File: src/hw/cbv_pkg.sv
package cbv_pkg;
    // widths of the configuration fields, then the pattern, region and vertical-output counts
    localparam int ADDR_W = 8;
    localparam int DATA_W = 12;
    localparam int POS_W = 10;
    localparam int EXT_W = 9;
    localparam int VPOS_W = 9;
    localparam int REP_W = 4;
    localparam int NPAT = 4;
    localparam int NREG = 5;
    localparam int NV = 4;

    typedef logic [POS_W-1:0] cbv_hpos_t;
    typedef logic [EXT_W-1:0] cbv_ext_t;
    typedef logic [VPOS_W-1:0] cbv_vpos_t;
    typedef logic [REP_W-1:0] cbv_rep_t;
    typedef logic [2:0] cbv_ptr_t;
    typedef logic [1:0] cbv_psel_t;
    typedef logic [NV-1:0] cbv_vlev_t;

    // register addresses
    localparam logic [ADDR_W-1:0] ADR_CTL_MASK = 8'h01;
    localparam logic [ADDR_W-1:0] ADR_CTL_RETIME = 8'h03;
    localparam logic [ADDR_W-1:0] ADR_CTL_HPULSE = 8'h0A;
    localparam logic [ADDR_W-1:0] ADR_HPOS = 8'h10;
    localparam logic [ADDR_W-1:0] ADR_EXTLEN = 8'h11;
    localparam logic [ADDR_W-1:0] ADR_PTR_BASE = 8'h18;
    localparam logic [ADDR_W-1:0] ADR_SEL_BASE = 8'h20;
    // pattern block: addr[7:6] = tag, [5:4] = pattern, [3:0] = field
    localparam logic [1:0] PAT_TAG = 2'h1;
    localparam logic [3:0] F_LEN = 4'h0;
    localparam logic [3:0] F_REP = 4'h1;
    localparam logic [3:0] F_START = 4'h2;
    localparam logic [3:0] F_TOG1 = 4'h4;
    localparam logic [3:0] F_TOG2 = 4'h8;

    // bit positions inside control words
    localparam int BIT_LEVEL = 0;
    localparam int BIT_SHUT = 1;
    localparam int BIT_RETIME = 0;
    localparam int BIT_PULSE = 0;
    localparam int BIT_EXTEND = 1;

    // spacing in pixels between the two blanking pulses
    localparam cbv_hpos_t PULSE_GAP = 10'h002;

    typedef enum logic [2:0] {
        ST_ACTIVE = 3'b001,
        ST_EXTEND = 3'b010,
        ST_BLANK = 3'b100
    } cbv_hstate_t;
endpackage

File: src/hw/cbv_vpat_if.sv
`timescale 1ns/100ps
`default_nettype none
interface cbv_vpat_if;
    cbv_pkg::cbv_vpos_t len;
    cbv_pkg::cbv_rep_t rep;
    cbv_pkg::cbv_vlev_t start;
    cbv_pkg::cbv_vpos_t [cbv_pkg::NV-1:0] tog1;
    cbv_pkg::cbv_vpos_t [cbv_pkg::NV-1:0] tog2;
    logic line_start;
    cbv_pkg::cbv_vlev_t vout;
    modport ctrl (output len, rep, start, tog1, tog2, line_start, input vout);
    modport gen (input len, rep, start, tog1, tog2, line_start, output vout);
endinterface
`default_nettype wire

File: src/hw/cbv_vpat_gen.sv
`timescale 1ns/100ps
`default_nettype none
module cbv_vpat_gen (
    input wire logic core_clk_in,
    input wire logic rstn_in,
    cbv_vpat_if.gen vp
);
    typedef struct packed {
        cbv_pkg::cbv_vpos_t ppos;
        cbv_pkg::cbv_rep_t rnum;
        cbv_pkg::cbv_vlev_t lv;
    } cbv_gen_state_t;

    cbv_gen_state_t q;
    cbv_gen_state_t n;

    // one pass per repetition; each repetition restarts from the start level
    always_comb begin
        n = q;
        if (vp.line_start) begin
            n.ppos = '0;
            n.rnum = '0;
            n.lv = vp.start;
        end else if (vp.rep == '0) begin
            n.lv = vp.start;
        end else if (q.rnum < vp.rep) begin
            for (int v = 0; v < cbv_pkg::NV; v++) begin
                if (q.ppos == vp.tog1[v] || q.ppos == vp.tog2[v]) begin
                    n.lv[v] = ~q.lv[v];
                end
            end
            if (cbv_pkg::cbv_vpos_t'(q.ppos + 1'b1) >= vp.len) begin
                n.ppos = '0;
                n.rnum = cbv_pkg::cbv_rep_t'(q.rnum + 1'b1);
                // reload at the wrap: a toggle on the last pixel of a pass is lost
                n.lv = vp.start;
            end else begin
                n.ppos = cbv_pkg::cbv_vpos_t'(q.ppos + 1'b1);
            end
        end
    end

    always_ff @(posedge core_clk_in or negedge rstn_in) begin
        if (!rstn_in) begin
            q <= '0;
        end else begin
            q <= n;
        end
    end

    assign vp.vout = q.lv;
endmodule // cbv_vpat_gen
`default_nettype wire

File: src/hw/cbv_timing_top.sv
`timescale 1ns/100ps
`default_nettype none

module cbv_timing_top #(
    parameter int NREG = cbv_pkg::NREG,
    parameter int NPAT = cbv_pkg::NPAT
) (
    input wire logic core_clk_in,
    input wire logic rstn_in,
    input wire logic cfg_wr_in,
    input wire logic [cbv_pkg::ADDR_W-1:0] cfg_addr_in,
    input wire logic [cbv_pkg::DATA_W-1:0] cfg_data_in,
    input wire logic slave_mode_in,
    input wire logic line_sync_in,
    input wire logic mech_shutter_signal_in,
    input wire logic black_clamp_pulse_in,
    input wire logic [2:0] region_in,
    input wire logic shared_sync_gate_pin_in,
    output logic shared_sync_gate_pin_out,
    output logic shared_sync_gate_pin_oe_out,
    output logic horiz_clock_phase_a_out,
    output logic horiz_clock_phase_b_out,
    output logic [cbv_pkg::NV-1:0] vertical_clock_outputs_out,
    output logic black_clamp_pulse_out,
    output logic line_count_hold_out,
    output logic [cbv_pkg::POS_W-1:0] line_sub_counter_out,
    output logic blank_active_out
);
    // one bit wider than the position field, so pos plus gap never lands on an early pixel
    typedef logic [cbv_pkg::POS_W:0] cbv_blk_t;

    typedef struct packed {
        logic level;
        logic shut_sel;
        logic retime;
        logic pulse_en;
        logic ext_en;
        cbv_pkg::cbv_hpos_t hpos;
        cbv_pkg::cbv_ext_t ext_len;
        cbv_pkg::cbv_ptr_t [NREG-1:0] ptr;
        cbv_pkg::cbv_psel_t [NREG-1:0] sel;
        cbv_pkg::cbv_vpos_t [NPAT-1:0] len;
        cbv_pkg::cbv_rep_t [NPAT-1:0] rep;
        cbv_pkg::cbv_vlev_t [NPAT-1:0] start;
        cbv_pkg::cbv_vpos_t [NPAT-1:0][cbv_pkg::NV-1:0] tog1;
        cbv_pkg::cbv_vpos_t [NPAT-1:0][cbv_pkg::NV-1:0] tog2;
        cbv_pkg::cbv_hstate_t hst;
        cbv_pkg::cbv_ext_t ext_cnt;
        cbv_blk_t blk_cnt;
        cbv_pkg::cbv_hpos_t hsub;
        logic sync_d;
        logic gate_lat;
        logic blank_rt;
        logic hit_rt;
        logic h1;
        logic h2;
        logic sync_o;
        cbv_pkg::cbv_vlev_t vclk;
        logic clamp;
    } cbv_top_state_t;

    localparam cbv_top_state_t RST = '{hst: cbv_pkg::ST_ACTIVE, default: '0};

    cbv_top_state_t q;
    cbv_top_state_t n;

    logic sync_fall;
    logic blank_raw;
    logic blank_used;
    logic hit;
    logic hit_used;
    logic mask;
    cbv_pkg::cbv_psel_t pat;

    cbv_vpat_if vp();

    // region -> pointer -> select entry -> pattern; out-of-range gives 0
    function automatic cbv_pkg::cbv_psel_t pick_pattern(
        input cbv_top_state_t s,
        input logic [2:0] r
    );
        cbv_pkg::cbv_ptr_t e;
        e = (int'(r) < NREG) ? s.ptr[r] : '0;
        pick_pattern = (int'(e) < NREG) ? s.sel[e] : '0;
    endfunction

    // edge and mode decode, from registered state plus the live sync, mode, shutter and region inputs
    assign sync_fall = q.sync_d & ~line_sync_in;
    assign blank_raw = (q.hst != cbv_pkg::ST_ACTIVE);
    assign blank_used = q.retime ? q.blank_rt : blank_raw;
    assign hit = q.pulse_en
        && (q.blk_cnt == cbv_blk_t'(q.hpos)
        || q.blk_cnt == cbv_blk_t'(q.hpos) + cbv_blk_t'(cbv_pkg::PULSE_GAP));
    // retiming delays the pulses together with the level, so the pattern keeps its shape
    assign hit_used = q.retime ? q.hit_rt : hit;
    // shutter low vetoes the gate only when the select bit is set
    assign mask = slave_mode_in & q.gate_lat
        & (~q.shut_sel | mech_shutter_signal_in);
    assign pat = pick_pattern(q, region_in);

    // selected pattern feeds the shared sequencer
    assign vp.len = q.len[pat];
    assign vp.rep = q.rep[pat];
    assign vp.start = q.start[pat];
    assign vp.tog1 = q.tog1[pat];
    assign vp.tog2 = q.tog2[pat];
    // sequencer restarts on the raw sync edge, so extension never delays it
    assign vp.line_start = sync_fall;

    cbv_vpat_gen u_gen (
        .core_clk_in(core_clk_in),
        .rstn_in(rstn_in),
        .vp(vp.gen)
    );

    // next-state logic: register writes, blanking, masking
    always_comb begin
        logic [1:0] p;
        logic [3:0] f;
        p = cfg_addr_in[5:4];
        f = cfg_addr_in[3:0];
        n = q;

        // control and configuration writes
        if (cfg_wr_in) begin
            case (cfg_addr_in)
                cbv_pkg::ADR_CTL_MASK: begin
                    n.level = cfg_data_in[cbv_pkg::BIT_LEVEL];
                    n.shut_sel = cfg_data_in[cbv_pkg::BIT_SHUT];
                end
                cbv_pkg::ADR_CTL_RETIME: begin
                    n.retime = cfg_data_in[cbv_pkg::BIT_RETIME];
                end
                cbv_pkg::ADR_CTL_HPULSE: begin
                    n.pulse_en = cfg_data_in[cbv_pkg::BIT_PULSE];
                    n.ext_en = cfg_data_in[cbv_pkg::BIT_EXTEND];
                end
                cbv_pkg::ADR_HPOS: begin
                    n.hpos = cfg_data_in[cbv_pkg::POS_W-1:0];
                end
                cbv_pkg::ADR_EXTLEN: begin
                    n.ext_len = cfg_data_in[cbv_pkg::EXT_W-1:0];
                end
                default: begin
                end
            endcase
            // region pointers and select entries
            for (int i = 0; i < NREG; i++) begin
                if (cfg_addr_in == cbv_pkg::ADDR_W'(cbv_pkg::ADR_PTR_BASE + i)) begin
                    n.ptr[i] = cfg_data_in[2:0];
                end
                if (cfg_addr_in == cbv_pkg::ADDR_W'(cbv_pkg::ADR_SEL_BASE + i)) begin
                    n.sel[i] = cfg_data_in[1:0];
                end
            end
            // per-pattern fields
            if (cfg_addr_in[7:6] == cbv_pkg::PAT_TAG) begin
                if (f == cbv_pkg::F_LEN) begin
                    n.len[p] = cfg_data_in[cbv_pkg::VPOS_W-1:0];
                end
                if (f == cbv_pkg::F_REP) begin
                    n.rep[p] = cfg_data_in[cbv_pkg::REP_W-1:0];
                end
                if (f == cbv_pkg::F_START) begin
                    n.start[p] = cfg_data_in[cbv_pkg::NV-1:0];
                end
                for (int v = 0; v < cbv_pkg::NV; v++) begin
                    if (f == 4'(cbv_pkg::F_TOG1 + v)) begin
                        n.tog1[p][v] = cfg_data_in[cbv_pkg::VPOS_W-1:0];
                    end
                    if (f == 4'(cbv_pkg::F_TOG2 + v)) begin
                        n.tog2[p][v] = cfg_data_in[cbv_pkg::VPOS_W-1:0];
                    end
                end
            end
        end

        // horizontal blanking sequence, stepped once per pixel
        n.sync_d = line_sync_in;
        case (q.hst)
            cbv_pkg::ST_ACTIVE: begin
                if (sync_fall) begin
                    n.ext_cnt = '0;
                    n.blk_cnt = '0;
                    if (q.ext_en && q.ext_len != '0) begin
                        n.hst = cbv_pkg::ST_EXTEND;
                    end else begin
                        n.hst = cbv_pkg::ST_BLANK;
                    end
                end
            end
            cbv_pkg::ST_EXTEND: begin
                // line counters outside stay frozen while this runs
                n.ext_cnt = cbv_pkg::cbv_ext_t'(q.ext_cnt + 1'b1);
                if (cbv_pkg::cbv_ext_t'(q.ext_cnt + 1'b1) == q.ext_len) begin
                    n.hst = cbv_pkg::ST_BLANK;
                end
            end
            cbv_pkg::ST_BLANK: begin
                // wraps only after 2048 blanked pixels, far beyond any line
                n.blk_cnt = cbv_blk_t'(q.blk_cnt + 1'b1);
                if (line_sync_in) begin
                    n.hst = cbv_pkg::ST_ACTIVE;
                end
            end
            default: begin
                n.hst = cbv_pkg::ST_ACTIVE;
            end
        endcase

        // line sub-counter holds during the extension
        if (q.hst != cbv_pkg::ST_EXTEND) begin
            n.hsub = sync_fall ? '0 : cbv_pkg::cbv_hpos_t'(q.hsub + 1'b1);
        end

        // retime stage: costs one pixel of blanking latency when selected
        n.blank_rt = blank_raw;
        n.hit_rt = hit;

        // phase a: level while blanked, optional pulses, free toggle otherwise
        if (blank_used) begin
            n.h1 = hit_used ? ~q.level : q.level;
        end else begin
            n.h1 = ~q.h1;
        end
        n.h2 = ~n.h1;

        // external gate latched on the line sync fall
        if (sync_fall) begin
            n.gate_lat = shared_sync_gate_pin_in;
        end

        // masking forces vertical clocks and clamp low
        n.vclk = mask ? '0 : vp.vout;
        n.clamp = mask ? 1'b0 : black_clamp_pulse_in;
        n.sync_o = line_sync_in;
    end

    // single state register
    always_ff @(posedge core_clk_in or negedge rstn_in) begin
        if (!rstn_in) begin
            q <= RST;
        end else begin
            q <= n;
        end
    end

    // outputs from flops or decoded flop state, output enable from slave_mode_in; pin is an input in slave mode
    assign shared_sync_gate_pin_out = q.sync_o;
    assign shared_sync_gate_pin_oe_out = ~slave_mode_in;
    assign horiz_clock_phase_a_out = q.h1;
    assign horiz_clock_phase_b_out = q.h2;
    assign vertical_clock_outputs_out = q.vclk;
    assign black_clamp_pulse_out = q.clamp;
    assign line_count_hold_out = (q.hst == cbv_pkg::ST_EXTEND);
    assign line_sub_counter_out = q.hsub;
    assign blank_active_out = blank_used;
endmodule // cbv_timing_top
`default_nettype wire

File: config.mk
export PLATFORM = sky130hd
export DESIGN_NAME = cbv_timing_top
export DESIGN_NICKNAME = d
export VERILOG_FILES = /design/src/hw/cbv_pkg.sv /design/src/hw/cbv_vpat_if.sv /design/src/hw/cbv_vpat_gen.sv /design/src/hw/cbv_timing_top.sv
export SDC_FILE = /design/constraint.sdc
export NUM_CORES = 1
export LEC_CHECK = 0
export BUFFER_PORTS_ARGS = -buffer_cell sky130_fd_sc_hd__buf_2
export CAP_MARGIN = 30
export CORE_MARGIN = 2
export CORE_UTILIZATION = 50
export DETAILED_ROUTE_END_ITERATION = 8
export PLACE_DENSITY = 0.77
export SLEW_MARGIN = 40
export SYNTH_ARGS = -nofsm -noshare
export SYNTH_HDL_FRONTEND = slang
export SYNTH_SLANG_ARGS = --single-unit
File: constraint.sdc
create_clock -name core_clk_in -period 11.25 [get_ports core_clk_in]
set_clock_uncertainty 0.05 [all_clocks]
set_input_delay 1.125 -clock core_clk_in [delete_from_list [all_inputs] [get_ports core_clk_in]]
set_output_delay 1.125 -clock core_clk_in [all_outputs]
set_load 0.01 [all_outputs]
==> results.json, run 1 <==
{
  "routed_wl_mm": 68.2,
  "cts_hold_buf": 0,
  "yosysMostFrequentCell": "dfrtp_1",
  "hold_path_class": "in2async",
  "cts.sinks": 466,
  "ioPinCount": 52,
  "gr-total-overflow": 0,
  "required_ns": 11.68,
  "reg2reg_slack_ns": 5.43,
  "cp_cell_sequence": "buf_2 -> mux2i_1 -> nor2_1 -> a311oi_2 -> nand4_1 -> nand3_2 -> and3_1 -> a31oi_1 -> ha_1 -> nand2b_1 -> a21o_1 -> a21oi_1 -> nor2b_1 -> o21ai_0 -> a21oi_1 -> o211ai_1 -> nand2_1 -> nand3b_1 -> or3_1 -> o211ai_1",
  "drtAntennaViolNets": 0,
  "finalSetupTns_ns": 0,
  "fill_cells": 4083,
  "cp_max_fo": 22,
  "tightest_slew_ns": 0.842,
  "seqCellArea_um2": 11700,
  "yosys-top-cells-area": "dfrtp_1 47%, mux2_2 19%, a211oi_1 3.2%",
  "crit_start": "region_in[0]",
  "cp.depth": 20,
  "grt_usage": 0.267,
  "cpPeakStageDelay_ns": 0.81,
  "fp-row-count": 81,
  "post_synth.cell_area_avg_um2": 11.1,
  "drc_errors": 0,
  "path_buf_inv": 1,
  "drv_slew": 0,
  "status": "complete, no violations",
  "syn_to_final_growth_pct": 9.81,
  "root_buffer": "clkbuf_16",
  "drt-wirelength-per-cell_um": 23.8,
  "via_count": 19000,
  "numPlacedInstances": 2772,
  "cp_data_arrival_time_ns": 6.77,
  "p_leak_nw": 12.5,
  "core_area_um2": 48800,
  "grt_max_degree": 94,
  "clk-insertion-delay-late_ns": 0.59,
  "synthesis.yosys.warnings": 0,
  "synthArstFlopShare": 1.00,
  "slowest_stage": "nand4_1",
  "cts_tree": "done",
  "grt_pass1_vias": 19100,
  "layout_setup_ws_ns": 4.92,
  "io_buffers": 49,
  "rr_worst_depth": 19,
  "chipHeight_um": 226,
  "fin_crit_ns": 6.33,
  "pre_cts_slack_ns": 4.51,
  "post_cts_resized": 0,
  "num-nets-final": 2209,
  "worstSetupEndpoint": "u_gen.vp.vout[1]$_DFFE_PN0P_",
  "syn_inst": 2221,
  "die_w_um": 226,
  "ys_seq_elements": 466,
  "multi_input_area_um2": 12200,
  "cts-buffers-inserted": 49,
  "rsz0062_at_grt": "false",
  "first_pass_iters": 6,
  "synthFlopType": "dfrtp_1",
  "synth_edf_count": 0,
  "antenna_found_initial": 2,
  "dp_hpwl_mm": 41.1,
  "synth_cell_type_count": 72,
  "initial_core_util": 0.505,
  "path_clk_slew_ns": 0.06,
  "syn-cell-area_um2": 24600,
  "post_cts_buffers": 0,
  "hold_violations": 0,
  "grt_pass1_wl_mm": 107,
  "max_freq_mhz": 158,
  "critPathTopFamily": "simple AND/OR/NAND/NOR gates",
  "power.total_mw": 4.19,
  "clk_path_buf_depth": 3,
  "critical_path_class": "in2reg",
  "drive_gt1_frac": 0.281,
  "relSlewSlack": 0.437,
  "fp.dieArea_um2": 51100,
  "end_kind": "flip-flop",
  "ir_drop_mv": 0.116,
  "p_per_area_nw_per_um2": 155,
  "htreeDepth": 2,
  "cp-start-kind": "primary input",
  "maxCapViolCount": 0,
  "r2r-start": "q[422]$_DFFE_PN0P_",
  "crit-reg2reg-capture": "u_gen.vp.vout[1]$_DFFE_PN0P_",
  "fin_util": 0.554,
  "viasPerCell": 6.63,
  "period_share": 0.563,
  "ys_seq_area_frac": 0.473,
  "drtIter0Drc": 1978,
  "yosysTopAreaCellShare": 0.472,
  "gp_congestion": 0.904,
  "syn_nets": 2270,
  "fin_cells": 2870,
  "yosys.area.top_type": "dfrtp_1",
  "synth_common_cells": "465 x dfrtp_1, 405 x mux2_2, 141 x nand2_1",
  "finalSetupViolCount": 0
}
[placed cells by master (no fill, tap or decap), types with 10 or more instances in the layout]
cell type	count
nor2_1	55
buf_2	40
o31a_1	48
mux2i_1	24
mux2_2	405
dfrtp_1	464
nor2_2	18
a211oi_1	105
or4b_1	17
xor2_1	25
ha_1	18
o21ai_0	73
a21oi_1	34
xnor2_1	18
o211ai_1	11
clkbuf_8	16
and4_1	82
nand2b_1	12
and2_1	13
nand4_1	55
clkbuf_16	51
a21o_1	10
a31oi_1	21
inv_1	17
nor4b_1	12
nor4_1	18
nand4b_1	13
nand2_1	141
o31ai_1	32
and3_1	14
clkbuf_1	11
buf_4	37
or3_1	24
nand3_1	76
or4_1	14
nor2b_1	10
o21a_1	19
nor3_1	46
[worst min-delay path by stage]
stage / from / end / slack, ns / cells after the start
6_report: rstn_in / q[27]$_DFFE_PN0P_ / 0.41 / 1
5_1_grt: rstn_in / q[28]$_DFFE_PN0P_ / 0.43 / 1
4_1_cts: rstn_in / q[24]$_DFFE_PN0P_ / 0.41 / 1
3_5_place_dp: q[10]$_DFFE_PN0P_ / q[10]$_DFFE_PN0P_ / 0.42 / 2
3_3_place_gp: q[10]$_DFFE_PN0P_ / q[10]$_DFFE_PN0P_ / 0.41 / 2
2_1_floorplan: q[10]$_DFFE_PN0P_ / q[10]$_DFFE_PN0P_ / 0.40 / 2
[logic make-up (layout without fill, tap and decap cells)]
group           Yosys count  in the layout  share of synthesized area
flops                   466            466                      0.473
mux                     430            430                      0.195
other cells               0              5                          0
xor+xnor                 43             43                     0.0153
simple gates            652            652                      0.155
compound gates          398            398                      0.115
buf+inv                 214            194                     0.0376
fa+ha+maj                18             18                    0.00914
[cell type report]
class / instances / area share
Tap cell: 664 / 0.0307
Clock buffer: 78 / 0.0568
Multi-Input combinational cell: 1541 / 0.450
Sequential cell: 466 / 0.431
Inverter: 17 / 0.00236
Antenna cell: 5 / 0.000462
Timing Repair Buffer: 85 / 0.0230
Clock inverter: 14 / 0.00587
[power by group]
group	leakage, nW	switching (mW)	internal (mW)
combinational	5.23	0.412	0.247
clock	0.845	0.688	1.01
sequential	6.40	0.0631	1.77
[sequential cells by signal (all words and copies together) (netlist names)]
signal                      flops
q                             431
u_gen.q                        13
line_sub_counter_out           10
u_gen.vp.vout                   4
vertical_clock_outputs_out      4
black_clamp_pulse_out           1
horiz_clock_phase_a_out         1
horiz_clock_phase_b_out         1
shared_sync_gate_pin_out        1
[per-stage QoR]
| step | hold slack, ns | area, µm² |
|---|---|---|
| 4_1_cts | 0.414 | 27000 |
| 2_1_floorplan | 0.396 | 24600 |
| 6_report | 0.409 | 27100 |
| 3_3_place_gp | 0.412 | 25200 |
| 5_1_grt | 0.432 | 27100 |
| 3_5_place_dp | 0.424 | 25300 |
[metal layers]
layer  part of all wire  GRT usage
met3              0.079     0.0531
met2               0.46      0.425
met5                  0          0
met4              0.048      0.135
met1               0.41      0.349
Note: power is estimated with default switching activity, not from simulation.
==> inputs of run 2 (changes only) <==
==> constraint.sdc (replaced) <==
create_clock -name core_clk_in -period 5.9 [get_ports core_clk_in]
set_clock_uncertainty 0.05 [all_clocks]
set_input_delay 0.59 -clock core_clk_in [delete_from_list [all_inputs] [get_ports core_clk_in]]
set_output_delay 0.59 -clock core_clk_in [all_outputs]
set_load 0.01 [all_outputs]
==> run 2 against run 1 <==
Against the previous run: critical path depth shrank 1; clock power grew 88%; final cell count shrank 0.35%; critical path type is now reg2reg; critical endpoint is now u_gen.q[14]$_DFFE_PN0P_; largest cell class unchanged; highest routed layer unchanged.
==> results.json, run 2 (same netlist as run 1, synthesis figures left out) <==
{
  "finalSetupTns_ns": 0,
  "multi_input_area_um2": 12200,
  "critical_path_class": "reg2reg",
  "fill_cells": 4066,
  "final_common_cell": "dfrtp_1",
  "cpPeakStageDelay_ns": 0.62,
  "cp_data_arrival_time_ns": 5.42,
  "relSlewSlack": 0.362,
  "grt_usage": 0.267,
  "clk-insertion-delay-late_ns": 0.58,
  "critPathTopFamily": "simple AND/OR/NAND/NOR gates",
  "drive_gt1_frac": 0.280,
  "die_w_um": 226,
  "layout_setup_ws_ns": 0.915,
  "grt_pass1_vias": 19000,
  "p_per_area_nw_per_um2": 294,
  "numPlacedInstances": 2774,
  "chipHeight_um": 226,
  "fp-row-count": 81,
  "cts-buffers-inserted": 48,
  "routed_wl_mm": 67.9,
  "htreeDepth": 2,
  "drtAntennaViolNets": 0,
  "post_cts_buffers": 0,
  "cts.sinks": 466,
  "required_ns": 6.34,
  "r2r-start": "q[422]$_DFFE_PN0P_",
  "min_path_cells": 1,
  "cts_hold_buf": 1,
  "fin_crit_ns": 4.99,
  "drtIter0Drc": 1915,
  "num-nets-final": 2210,
  "tightest_slew_ns": 0.956,
  "viasPerCell": 6.62,
  "io_buffers": 49,
  "p_leak_nw": 12.4,
  "fin_cells": 2860,
  "core_area_um2": 48800,
  "period_share": 0.845,
  "rsz0062_at_grt": "false",
  "initial_core_util": 0.505,
  "grt_max_degree": 137,
  "gr-total-overflow": 0,
  "grt_pass1_wl_mm": 106,
  "largest_register_ffs": 431,
  "whs_ns": 0.133,
  "post_cts_resized": 0,
  "drc_errors": 0,
  "slowest_stage": "a311oi_2",
  "fin_util": 0.553,
  "drt-wirelength-per-cell_um": 23.7,
  "holdPathEnd": "shared_sync_gate_pin_out$_DFF_PN0_",
  "ioPinCount": 52,
  "cp_cell_sequence": "mux2i_1 -> nor2_1 -> a311oi_2 -> o211ai_1 -> nand3_4 -> buf_4 -> nand2_1 -> nand3_1 -> nand2_1 -> ha_1 -> a21oi_1 -> nor2b_1 -> o21ai_0 -> a21oi_1 -> o211ai_1 -> nand2_1 -> nand3b_1 -> or4_1 -> o211ai_1",
  "root_buffer": "clkbuf_16",
  "seqCellArea_um2": 11700,
  "reg2reg_slack_ns": 0.91,
  "clk_path_buf_depth": 3,
  "max_freq_mhz": 201,
  "syn_to_final_growth_pct": 9.62,
  "path_buf_inv": 1,
  "gp_congestion": 0.929,
  "via_count": 18900,
  "dp_hpwl_mm": 41.0,
  "rr_worst_depth": 19,
  "end_kind": "flip-flop",
  "finalSetupViolCount": 0,
  "pre_cts_slack_ns": 0.436,
  "antenna_cells": 0,
  "final_cell_mix": "464 x dfrtp_1, 405 x mux2_2, 141 x nand2_1, 105 x a211oi_1, 82 x and4_1",
  "status": "complete, no violations",
  "cts_tree": "done",
  "worst_hold_startpoint": "line_sync_in",
  "hold_path_class": "in2reg",
  "path_clk_slew_ns": 0.06,
  "cp_max_fo": 43,
  "largest_register": "q",
  "antenna_found_initial": 0,
  "hold_violations": 0,
  "maxCapViolCount": 0,
  "drv_slew": 0,
  "ir_drop_mv": 0.210,
  "cp-start-kind": "flip-flop",
  "fp.dieArea_um2": 51100,
  "crit-reg2reg-capture": "u_gen.q[14]$_DFFE_PN0P_",
  "first_pass_iters": 6
}
run 2: changes by cell type in the layout (fill, tap and decap cells not counted), sizes merged:
cell         delta
bufinv          +2
clkinv          -3
dlygate4sd3     +1
diode           -5
clkbuf          -8
buf             +1
clkinvlp        +2
run 2: area by class of cell:
cell class	count	area share
Multi-Input combinational cell	1541	0.450
Clock buffer	70	0.0527
Clock inverter	15	0.00787
Timing Repair Buffer	87	0.0245
Sequential cell	466	0.432
Inverter	17	0.00236
Tap cell	664	0.0308
run 2: how the worst max path moves through the flow:
stage                                   from                      endpoint  slack (ns)  cells past startpoint
after CTS                 q[419]$_DFFE_PN0P_       u_gen.q[14]$_DFFE_PN0P_        0.96                     19
final                     q[422]$_DFFE_PN0P_       u_gen.q[14]$_DFFE_PN0P_        0.91                     19
after global placement          region_in[0]       u_gen.q[14]$_DFFE_PN0P_        0.53                     20
after global routing      q[419]$_DFFE_PN0P_       u_gen.q[14]$_DFFE_PN0P_        0.50                     19
after detailed placement        region_in[0]       u_gen.q[14]$_DFFE_PN0P_        0.44                     20
after floorplan                 region_in[0]  u_gen.vp.vout[2]$_DFFE_PN0P_        0.51                     26
run 2: per-layer routing:
metal / GRT usage / wire (µm) / vias to the layer above
met5: 0 / 0 / -
met4: 0.131 / 3250 / 0
met3: 0.0576 / 6100 / 203
met2: 0.430 / 31300 / 874
met1: 0.342 / 27200 / 9614
li1: - / - / 8247
run 2: where the power goes:
| group | switching (mW) | total [mW] | internal (mW) |
|---|---|---|---|
| logic | 0.779 | 1.26 | 0.477 |
| clock network | 1.28 | 3.17 | 1.89 |
| registers | 0.133 | 3.51 | 3.37 |
| total | 2.19 | 7.93 | 5.74 |
run 2: through the flow:
step / area [µm²] / total power [mW]
after floorplan: 24600 / 4.35
after global placement: 25300 / 4.73
after detailed placement: 25300 / 4.79
after CTS: 27000 / 7.95
after global routing: 27000 / 8.24
final: 27000 / 7.93
